File: src/include/nvsc_pkg.sv
// Package for the memory-pin controller: sequence addresses, pin timing and durations.
// Assumes a 25 MHz system clock on mclk.
package nvsc_pkg;
  localparam int CLK_MHZ = 25;
  localparam int ADDR_W = 15;
  localparam int DATA_W = 8;
  localparam int SEQ_LEN = 6;
  localparam int MATCH_W = 14;
  localparam logic [ADDR_W-1:0] SEQ_A0 = 15'h0e38;
  localparam logic [ADDR_W-1:0] SEQ_A1 = 15'h31c7;
  localparam logic [ADDR_W-1:0] SEQ_A2 = 15'h03e0;
  localparam logic [ADDR_W-1:0] SEQ_A3 = 15'h3c1f;
  localparam logic [ADDR_W-1:0] SEQ_A4 = 15'h303f;
  localparam logic [ADDR_W-1:0] SEQ_SAVE = 15'h0fc0;
  localparam logic [ADDR_W-1:0] SEQ_RESTORE = 15'h0c63;
  localparam int CYCLE_NS = 80;
  localparam int CYCLE_CLKS = (CYCLE_NS * CLK_MHZ + 999) / 1000;
  localparam int SAVE_DURATION_US = 10000;
  localparam int RESTORE_DURATION_US = 20;
  localparam int POWERUP_RESTORE_DURATION_US = 550;
  localparam int SAVE_CLKS = SAVE_DURATION_US * CLK_MHZ;
  localparam int RESTORE_CLKS = RESTORE_DURATION_US * CLK_MHZ;
  localparam int POWERUP_CLKS = POWERUP_RESTORE_DURATION_US * CLK_MHZ;
  localparam int TMR_W = 24;
  localparam logic [1:0] OP_READ = 2'h0;
  localparam logic [1:0] OP_WRITE = 2'h1;
  localparam logic [1:0] OP_SAVE = 2'h2;
  localparam logic [1:0] OP_RESTORE = 2'h3;
  typedef enum {ST_PWRUP, ST_IDLE, ST_SETUP, ST_STROBE, ST_HOLD, ST_SEQ, ST_WAIT,
                ST_HWSAVE, ST_HWREL} nvsc_state_type;
endpackage

File: src/hdl/nvsc_timer.sv
// Down-counting busy timer used for every nonvolatile duration.
// Assumes load is a one-cycle pulse from the same clock domain.
`timescale 1ns/100ps
module nvsc_timer
  import nvsc_pkg::*;
#(
  parameter int W = TMR_W
) (
  input  wire logic         mclk,   // System clock.
  input  wire logic         rst_b,  // Synchronous reset, active low.
  input  wire logic         load,   // Start pulse.
  input  wire logic [W-1:0] count,  // Cycles to wait.
  output logic              done    // Level high while idle.
);
  logic [W-1:0] cnt_r;
  logic [W-1:0] cnt_nxt;
  assign cnt_nxt = load ? count : ((cnt_r != '0) ? cnt_r - 1'b1 : cnt_r);
  assign done = (cnt_r == '0) && !load;
  always_ff @(posedge mclk) begin
    if (!rst_b) begin
      cnt_r <= '0;
    end else begin
      cnt_r <= cnt_nxt;
    end
  end
endmodule

File: src/hdl/nvsc_host.sv
// Host controller that drives the memory's asynchronous pins.
// Assumes the memory's busy line has an external pull-up and arrives asynchronously.
//
// Operation
// Read: enable, output enable low, write high.
// Drive fifteen address bits each access.
// Hold address steady while read data sampled.
// Write: enable and write low, busy high.
// Address stable across write; data at rising.
// Output enable stays high during writes.
// Power-up restore pending after reset.
// Wait powerup restore duration before access.
// Save: six enable-controlled sequence reads.
// No other access inside a sequence.
// All access held until save finishes; in idle, reads are still taken during an automatic save (busy line low).
// Sequence accesses are reads, output enable high.
// Wait save duration after sixth address.
// Restore sequence ends with address 0c63.
// Wait restore duration after restore sequence.
// Automatic save seen as busy line low.
// Write flag decides line-requested save waits.
// Software saves always wait full duration.
// No host access during any transfer; in idle, reads are still taken during an automatic save (busy line low).
// Only lower fourteen address bits matter.
// Busy line low means save in progress.
// No write starts while busy line low.
// Wait busy high before next access; in idle, writes, saves and restores wait, reads are still taken while it is low.
// Parameterised timers hold off host accesses.
`timescale 1ns/100ps
module nvsc_host
  import nvsc_pkg::*;
#(
  parameter int SAVE_CYC    = SAVE_CLKS,
  parameter int RESTORE_CYC = RESTORE_CLKS,
  parameter int POWERUP_CYC = POWERUP_CLKS
) (
  input  wire logic              mclk,        // System clock.
  input  wire logic              rst_b,       // Synchronous reset, active low.
  input  wire logic              reqValid,    // Request strobe.
  input  wire logic [1:0]        reqOp,       // Read, write, save or restore.
  input  wire logic [ADDR_W-1:0] reqAddr,     // Byte address.
  input  wire logic [DATA_W-1:0] reqData,     // Write byte.
  input  wire logic              hwSaveReq,   // Ask for a line-requested save.
  output logic                   reqReady,    // Idle and able to take a request.
  output logic                   rspValid,    // One-cycle completion pulse.
  output logic [DATA_W-1:0]      rspData,     // Read byte.
  output logic                   wroteFlag,   // Write since last nonvolatile cycle.
  output logic [ADDR_W-1:0]      address_lines, // Address pins.
  output logic [DATA_W-1:0]      dataOut,     // Data pins, driven value.
  output logic                   dataOe,      // Data pins, high while driving.
  input  wire logic [DATA_W-1:0] dataIn,      // Data pins, sensed value.
  output logic                   chipEn_b,    // Chip enable, active low.
  output logic                   outEn_b,     // Output enable, active low.
  output logic                   writeEn_b,   // Write enable, active low.
  output logic                   hwSaveOut,   // Busy line driven low value.
  output logic                   hwSaveOe,    // Busy line, high while pulling low.
  input  wire logic              hw_save_busy_n // Busy line, sensed level.
);
  // ----------------------------------------------------------------
  // Pin synchroniser and shared decode
  // ----------------------------------------------------------------
  logic busyMeta_r, busySync_r;
  always_ff @(posedge mclk) begin
    busyMeta_r <= hw_save_busy_n;
    busySync_r <= busyMeta_r;
  end

  function automatic logic [ADDR_W-1:0] seqAddr(input logic [2:0] idx, input logic rst);
    case (idx)
      3'h0: seqAddr = SEQ_A0;
      3'h1: seqAddr = SEQ_A1;
      3'h2: seqAddr = SEQ_A2;
      3'h3: seqAddr = SEQ_A3;
      3'h4: seqAddr = SEQ_A4;
      default: seqAddr = rst ? SEQ_RESTORE : SEQ_SAVE;
    endcase
  endfunction

  nvsc_state_type state_r, state_nxt;
  logic [1:0]        op_r;
  logic [ADDR_W-1:0] addr_r;
  logic [DATA_W-1:0] wdata_r;
  logic [2:0]        seqIdx_r;
  logic [7:0]        phase_r;
  logic              tmrLoad;
  logic [TMR_W-1:0]  tmrCount;
  logic              tmrDone;
  logic              busyLow;
  logic              phaseDone;
  logic              take;
  logic              isSeq;
  logic              seqLast;
  logic              isWrite;
  logic              useSeq;
  logic [2:0]        seqPickIdx;
  logic              seqPickRst;
  logic [ADDR_W-1:0] seqPick;
  logic [ADDR_W-1:0] addrPick;

  assign busyLow   = !busySync_r;
  assign phaseDone = (phase_r == 8'(CYCLE_CLKS - 1));
  // Writes are withheld while the busy line is low; reads may still pass.
  assign take    = (state_r == ST_IDLE) && reqValid && tmrDone &&
                   !(busyLow && (reqOp != OP_READ));
  assign isSeq   = (op_r == OP_SAVE) || (op_r == OP_RESTORE);
  assign seqLast = (seqIdx_r == 3'(SEQ_LEN - 1));
  assign isWrite = (op_r == OP_WRITE);
  // A new request picks its pin address from its own opcode, never from the previous one.
  assign useSeq     = take ? reqOp[1] : isSeq;
  assign seqPickIdx = take ? 3'h0 : seqIdx_r + ((state_r == ST_SEQ) ? 3'h1 : 3'h0);
  assign seqPickRst = take ? reqOp[0] : op_r[0];
  assign seqPick    = seqAddr(seqPickIdx, seqPickRst);
  // Upper address bit is a don't-care for sequences; drive it low.
  assign addrPick   = useSeq ? {1'b0, seqPick[MATCH_W-1:0]} :
                      (take ? reqAddr : addr_r);

  // ----------------------------------------------------------------
  // Sequencer
  // ----------------------------------------------------------------
  always_comb begin
    state_nxt = state_r;
    tmrLoad   = 1'b0;
    tmrCount  = '0;
    unique case (state_r)
      ST_PWRUP: begin
        tmrLoad   = 1'b1;
        tmrCount  = TMR_W'(POWERUP_CYC);
        state_nxt = ST_WAIT;
      end
      ST_IDLE: begin
        if (hwSaveReq && !busyLow) begin
          state_nxt = ST_HWSAVE;
        end else if (busyLow && reqValid && (reqOp != OP_READ)) begin
          state_nxt = ST_IDLE;
        end else if (take) begin
          state_nxt = ST_SETUP;
        end
      end
      ST_SETUP:  if (phaseDone) state_nxt = ST_STROBE;
      ST_STROBE: if (phaseDone) state_nxt = ST_HOLD;
      ST_HOLD: begin
        if (phaseDone) begin
          if (isSeq && !seqLast) begin
            state_nxt = ST_SEQ;
          end else if (isSeq) begin
            tmrLoad   = 1'b1;
            tmrCount  = (op_r == OP_SAVE) ? TMR_W'(SAVE_CYC) : TMR_W'(RESTORE_CYC);
            state_nxt = ST_WAIT;
          end else begin
            state_nxt = ST_IDLE;
          end
        end
      end
      ST_SEQ:    state_nxt = ST_SETUP;
      ST_WAIT:   if (tmrDone && !busyLow) state_nxt = ST_IDLE;
      ST_HWSAVE: begin
        tmrLoad   = 1'b1;
        tmrCount  = wroteFlag ? TMR_W'(SAVE_CYC) : TMR_W'(1);
        state_nxt = ST_HWREL;
      end
      ST_HWREL:  if (tmrDone && !busyLow) state_nxt = ST_IDLE;
      default:   state_nxt = ST_IDLE;
    endcase
  end

  nvsc_timer #(.W(TMR_W)) u_timer (
    .mclk  (mclk),
    .rst_b (rst_b),
    .load  (tmrLoad),
    .count (tmrCount),
    .done  (tmrDone)
  );

  // ----------------------------------------------------------------
  // Registers and pins
  // ----------------------------------------------------------------
  always_ff @(posedge mclk) begin
    if (!rst_b) begin
      state_r  <= ST_PWRUP;
      op_r     <= OP_READ;
      addr_r   <= '0;
      wdata_r  <= '0;
      seqIdx_r <= '0;
      phase_r  <= '0;
    end else begin
      state_r <= state_nxt;
      phase_r <= (state_nxt != state_r) ? 8'h00 : phase_r + 8'h01;
      if (take) begin
        op_r     <= reqOp;
        addr_r   <= reqAddr;
        wdata_r  <= reqData;
        seqIdx_r <= '0;
      end else if (state_r == ST_SEQ) begin
        seqIdx_r <= seqIdx_r + 3'h1;
      end
    end
  end

  always_ff @(posedge mclk) begin
    if (!rst_b) begin
      address_lines <= '0;
      dataOut       <= '0;
      dataOe        <= 1'b0;
      chipEn_b      <= 1'b1;
      outEn_b       <= 1'b1;
      writeEn_b     <= 1'b1;
      hwSaveOut     <= 1'b0;
      hwSaveOe      <= 1'b0;
      reqReady      <= 1'b0;
      rspValid      <= 1'b0;
      rspData       <= '0;
      wroteFlag     <= 1'b0;
    end else begin
      address_lines <= (state_nxt == ST_SETUP || state_nxt == ST_STROBE ||
                        state_nxt == ST_HOLD) ? addrPick : address_lines;
      chipEn_b  <= !(state_nxt == ST_STROBE);
      outEn_b   <= !(state_nxt == ST_STROBE && !isWrite && !isSeq);
      writeEn_b <= !(state_nxt == ST_STROBE && isWrite);
      dataOe    <= (state_nxt == ST_STROBE || state_nxt == ST_HOLD) && isWrite;
      dataOut   <= wdata_r;
      hwSaveOut <= 1'b0;
      hwSaveOe  <= (state_nxt == ST_HWSAVE) || (state_nxt == ST_HWREL && !tmrDone);
      reqReady  <= (state_nxt == ST_IDLE);
      if (state_r == ST_STROBE && phaseDone && !isWrite) begin
        rspData <= dataIn;
      end
      rspValid <= (state_r == ST_HOLD && phaseDone && !isSeq) ||
                  (state_r != ST_IDLE && state_nxt == ST_IDLE && state_r != ST_HOLD);
      if (state_r == ST_STROBE && isWrite) begin
        wroteFlag <= 1'b1;
      end else if (tmrLoad && state_r != ST_PWRUP) begin
        wroteFlag <= 1'b0;
      end
    end
  end
endmodule

File: config.mk
export PLATFORM = sky130hd
export DESIGN_NAME = nvsc_host
export DESIGN_NICKNAME = d
export VERILOG_FILES = /design/src/include/nvsc_pkg.sv /design/src/hdl/nvsc_timer.sv /design/src/hdl/nvsc_host.sv
export SDC_FILE = /design/constraint.sdc
export NUM_CORES = 1
export LEC_CHECK = 0
export BUFFER_PORTS_ARGS = -buffer_cell sky130_fd_sc_hd__buf_2
export CAP_MARGIN = 25
export CORE_MARGIN = 4
export CORE_UTILIZATION = 25
export CTS_CLUSTER_SIZE = 14
export DETAILED_ROUTE_END_ITERATION = 10
export PLACE_DENSITY = 0.52
export SKIP_LAST_GASP = 1
export SYNTH_ARGS = -nofsm -noshare
export SYNTH_HDL_FRONTEND = slang
export SYNTH_SLANG_ARGS = --single-unit
File: constraint.sdc
create_clock -name mclk -period 4.59 [get_ports mclk]
set_clock_uncertainty 0.2 [all_clocks]
set_input_delay 0.6885 -clock mclk [delete_from_list [all_inputs] [get_ports mclk]]
set_output_delay 0.6885 -clock mclk [all_outputs]
set_load 0.05 [all_outputs]
=== Word level (Yosys, flattened, before mapping) ===
Cells that the tools add are included.

* Logic and storage cells: 138
* Flip-flop bits (word level): 133
* Output and inout port bits: 40
* Bits of input ports: 38

* Bitwise logic cells: 1
* Muxes and demuxes: 32
* Add/subtract/negate cells: 4
* Reductions and logical operators: 51
* Equal/unequal tests: 30

{| class="wikitable"
|+ Operator list
! kind !! number
|-
| case mux 32 bit (8 select lines) || 1
|-
| == test 32 x 3 -> 1 bit, second input constant || 7
|-
| two-way mux 32 bit || 7
|-
| == test 32 x 4 -> 1 bit, second input constant || 5
|-
| == test 32 x 2 -> 1 bit, second input constant || 4
|-
| two-way mux 18 bit || 5
|-
| case mux 14 bit (5 select lines) || 1
|-
| case mux 18 bit (3 select lines) || 1
|-
| two-way mux 24 bit || 2
|-
| == test 32 x 1 -> 1 bit, second input constant || 1
|-
| == test 32 x 5 -> 1 bit, second input constant || 1
|-
| logical NOT 32 bit || 1
|-
| != test 32 x 2 -> 1 bit, second input constant || 1
|-
| != test 32 bit || 1
|-
| != test 32 x 4 -> 1 bit, second input constant || 1
|-
| nonzero test 32 bit || 1
|-
| two-way mux 15 bit || 2
|-
| logical NOT 24 bit || 1
|-
| nonzero test 24 bit || 1
|-
| subtractor 24 x 1 -> 24 bit, second input constant || 1
|-
| logical AND 1 bit || 23
|-
| logical NOT 1 bit || 10
|-
| two-way mux 10 bit || 1
|-
| two-way mux 3 bit || 3
|-
| 16 further kinds || 36
|}

=== Longest topological paths before layout ===
* Word-level depth: 18
* Gate-level depth with buffers: 14
* Depth with buffers taken out: 13

=== Hierarchy ===
Synthesis repeated with hierarchy kept, for this count alone.

* Cell total of the unflattened synthesis: 660
* Area, all modules: 5,861.9 µm²

{| class="wikitable"
|+ By module, submodules not included
! module !! sequential area each (µm²) !! times used !! area an instance (µm²) !! cells each
|-
| nvsc_host || 2,182.1 || 1 || 4,391.7 || 484
|-
| nvsc_timer || 480.5 || 1 || 1,470.2 || 176
|}

=== Worst setup path before layout ===
No wires, ideal clock.

* Kind: reg-to-reg
* Start point: reg state_r[14]
* End point: reg address_lines[10]
* Arrival time: 3.205 ns
* Data required time: 4.318 ns
* Period minus slack after synthesis: 3.477 ns
* Stages on the path, launching flop included: 13
* Buffers on the path: 1
* Slack: 1.113 ns
* Setup time: 0.072 ns
* Cells stage by stage: dfxtp_1 -> nor4_1 -> and4_1 -> nand2_1 -> clkbuf_1 -> nor4b_1 -> ha_1 -> ha_1 -> xor2_1 -> o21ai_0 -> a31o_2 -> or3_1 -> mux2i_1

* Cells in the longest elaborated chain, start to end: 14
* Elaborated cells between the ends (all ways): 45
* Those cells by class: add/sub: 1; eq/ne: 17; mux: 15; reduce/logical: 12

{| class="wikitable"
|+ Ends and longest elaborated chain
! item !! line !! text
|-
| from (decl) || nvsc_host.sv:79 || <nowiki>nvsc_state_type state_r, state_nxt;</nowiki>
|-
| from (signal assigned) || nvsc_host.sv:186 || <nowiki>state_r <= state_nxt;</nowiki>
|-
| == test 32 x 3 -> 1 bit / logical NOT 32 bit (equally long branches) || nvsc_host.sv:124 || <nowiki>unique case (state_r)</nowiki>
|-
| OR reduction 2 bit (no line) || -- ||
|-
| case mux 1 bit (2 select lines) || nvsc_host.sv:124 ||
|-
| logical NOT 1 bit || nvsc_timer.sv:18 || <nowiki>assign done = (cnt_r == '0) && !load;</nowiki>
|-
| logical AND 1 bit || nvsc_timer.sv:18 ||
|-
| logical AND 1 bit (2 in series) || nvsc_host.sv:103 || <nowiki>assign take = (state_r == ST_IDLE) && reqValid && tmrDone &&</nowiki>
|-
| two-way mux 32 bit || nvsc_host.sv:135 || <nowiki>end else if (take) begin</nowiki>
|-
| two-way mux 32 bit || nvsc_host.sv:133 || <nowiki>end else if (busyLow && reqValid && (reqOp != OP_READ)) begin</nowiki>
|-
| two-way mux 32 bit || nvsc_host.sv:131 || <nowiki>if (hwSaveReq && !busyLow) begin</nowiki>
|-
| case mux 32 bit (8 select lines) || nvsc_host.sv:124 ||
|-
| == test 32 x 3 -> 1 bit || nvsc_host.sv:214 || <nowiki>address_lines <= (state_nxt == ST_SETUP || state_nxt == ST_STROBE ||</nowiki>
|-
| logical OR 1 bit (2 in series) || nvsc_host.sv:214 ||
|-
| to (signal assigned) || nvsc_host.sv:214 ||
|-
| to (decl) || nvsc_host.sv:48 || <nowiki>output logic [ADDR_W-1:0] address_lines,</nowiki>
|}

Several ways; a longest one is shown, not always the timed one.
A chain may end at the register's enable or synchronous reset.

=== Worst setup path after layout ===
* Start point: reg state_r[21]
* End point: reg address_lines[10]

The elaborated chain is that of the path after synthesis.

==> metrics.yaml <==
status: "finished clean"
fillers: 2319
p_sw_w: 0.000969
rsz0062_at_grt: "no"
leakage_nw: 2.85
synthCells: 643
drive_above_1_share_pct: 18.2
p_sw_share_pct: 28.4
post-route-drc-count: 0
core_sq_mm: 0.0220
seq_area_frac_synth_pct: 47.1
max_freq_ghz: 0.274
intPower_w: 0.00244
worst_pin_slew_ns: 0.864
drtIter0Drc: 240
cp_common_cell: "ha_1"
finalMaxSlewViolations: 0
synth_common_cells: "133 x dfxtp_1, 89 x nand2_1, 58 x a21oi_1, 57 x nor2_1, 27 x clkbuf_1"
cts_resized: 0
antenna_found_initial: 0
start_util_pct: 25.7
cellPowerDensity_mw_per_mm2: 480
grt_pass1_vias: 4642
rr_startpoint: "state_r[21]"
synth_warnings: 0
hold_depth: 0
hp-class: "register to register"
cp.arrival_ns: 3.81
die_area_sq_mm: 0.0251
yosysTopAreaCellShare_pct: 47.1
vias: 4792
final_cells: 1038
grt_use_total_pct: 12.3
setup_ws_ns: 0.937
worstHoldStart: "busyMeta_r"
cp_max_fo: 11
cap_violations: 0
insertion_delay_ns: 0.42
gp_congestion: 0.896
slew_headroom_pct: 42.4
holdPathEnd: "busySync_r"
period_needed_ns: 3.65
grt_pass1_wl_microns: 24500
path_clk_slew_ns: 0.06
die_h_microns: 158
rows: 54
synth_area_leaders: "dfxtp_1 47%, nand2_1 5.9%, a21oi_1 5.1%"
hold_buffers: 0
synth-main-ff-cell: "dfxtp_1"
dpl.cell_count: 1006
post_drt_wl_per_cell_microns: 14.4
utilization_pct: 32.2
hold_viol_final: 0
rr_endpoint: "address_lines[10]"
async_flop_share_pct: 0
r2r_slack_ns: 0.94
synth_top_area_cell: "dfxtp_1"
endpoint_kind: "register"
synthDistinctLibCells: 69
cts_tree: "built"
post_dp_cell_area_sq_mm: 0.00645
critPathRequiredTime_ns: 4.74
yosysMostFrequentCell: "dfxtp_1"
p_clk_share_pct: 43.3
cts_buffer_depth: 2
comb_power_share_pct: 17.7
stdcell_area_sq_mm: 0.00709
fp.dieW_microns: 158
routed_wl_microns: 14900
postRouteAntennaNets: 0
via_per_inst: 4.62
placement.io_buffers: 76
cts_sinks: 133
syn_area_sq_mm: 0.00565
avgSynthCellArea_sq_um: 8.79
areaGrowthSynthToFinish_pct: 25.5
finalSetupTns_ns: 0
r2r_cells: 12
finalSetupViolations: 0
max_stage_delay_ns: 0.43
cts_setup_buffers: 0
critPathSlowestCell: "nor4_1"
cts_made_buffers: 17
synth-edff-count: 0
overflow: 0
fin_nets: 791
crit_type: "register to register"
drt-pass1-iter-count: 6
vdd_drop_max_mv: 0.209
antenna_cells: 0
period_share_pct: 79.6
dp_slack_ns: 0.910
path_cells: "nor4_1 > and4_1 > nand2_1 > nor4b_1 > buf_4 > ha_1 > ha_1 > xor2_1 > o21ai_0 > a31o_2 > or3_1 > mux2i_1"
grt_start_max_net_pins: 43
cp-start-kind: "register"
root_buffer: "clkbuf_16"
h-tree-depth: 4
place_hpwl_microns: 10400
ys_ff_latch: 133
p_seq_share_pct: 39.0
pin_count: 78
metrics by stage:
stage / power, W / hold WS, ns
2_1_floorplan: 0.00181 / 0.110
6_report: 0.00341 / 0.128
3_3_place_gp: 0.00196 / 0.112
3_5_place_dp: 0.00195 / 0.113
4_1_cts: 0.00345 / 0.128
5_1_grt: 0.00360 / 0.136
placed cells by master (no fill, tap or decap), types with 5 or more instances in the layout:
cell type,synthesis,layout
buf_4,1,11
nor3b_1,9,9
nand2_1,89,89
nand3_1,14,14
or3_1,9,9
nand4_1,5,5
o21ai_0,12,12
a21oi_1,58,58
xnor2_1,13,13
or4_1,9,9
a311oi_1,6,6
and2_1,16,16
buf_2,2,76
nor3_1,16,16
inv_6,0,6
dfxtp_1,133,133
ha_1,8,8
a211oi_1,5,5
clkbuf_16,0,17
nor4_1,17,17
mux2i_1,15,15
inv_1,10,10
xor2_1,20,20
conb_1,1,29
and3_1,11,11
a31oi_1,11,11
nor2_1,57,56
state kept, by name, indices dropped and copies added, names as in the netlist, 2 cells and up:
name and cells:
addr_r 15, op_r 2, seqIdx_r 3, address_lines 15, wdata_r 8, u_timer.cnt_r 24, phase_r 8, rspData 8
state_r 32, dataOut 8
logic make-up after synthesis:
| group | Yosys count | share of synthesized area, % |
|---|---|---|
| buf+inv | 43 | 2.97 |
| compound gates | 124 | 13.9 |
| other cells | 1 | 0.0663 |
| simple gates | 285 | 26.3 |
| xor+xnor | 33 | 5.11 |
| flops | 133 | 47.1 |
| fa+ha+maj | 8 | 1.77 |
| mux | 16 | 2.85 |
how the worst max path moves through the flow:
stage                        endpoint         from
CTS                 address_lines[10]  state_r[21]
finish              address_lines[10]  state_r[21]
global route        address_lines[10]  state_r[21]
global placement    address_lines[10]  state_r[21]
floorplan           address_lines[10]  state_r[14]
detailed placement  address_lines[10]  state_r[21]
power by group through the flow:
stage               sequential [W]  clock [W]  combinational [W]
floorplan                  0.00133          0           0.000482
global placement           0.00135          0           0.000608
detailed placement         0.00135          0           0.000604
CTS                        0.00133    0.00152           0.000607
global route               0.00134    0.00156           0.000699
finish                     0.00133    0.00148           0.000603
metal layers:
| layer | global-route usage [%] | up-vias | share of wire, % |
|---|---|---|---|
| met1 | 17.2 | 2191 | 50 |
| met5 | 0 | - | 0 |
| met3 | 2.72 | 13 | 4.8 |
| met2 | 18.4 | 114 | 44 |
| met4 | 5.20 | 0 | 1.3 |
| li1 | - | 2474 | - |
area by class of cell:
class                           instances  area (sq um)  area share, %
Multi-Input combinational cell        495          2940           41.4
Sequential cell                       133          2660           37.5
Timing Repair Buffer                   87           463           6.53
Clock buffer                           17           425           6.00
Tap cell                              280           350           4.94
Clock inverter                         15           215           3.03
Inverter                               11          41.3          0.582
worst max-delay path, delay by kind of cell, from the launching register on:
kind	cells	cell delay, ns
AO/OA/AOI/OAI	2	0.40
XOR/XNOR	1	0.29
adder cells (fa/ha/maj)	2	0.33
buffers and inverters	1	0.20
flip-flops	1	0.30
multiplexers	1	0.13
AND/OR/NAND/NOR	5	1.74
No activity file was read; power rests on OpenSTA's default activity.
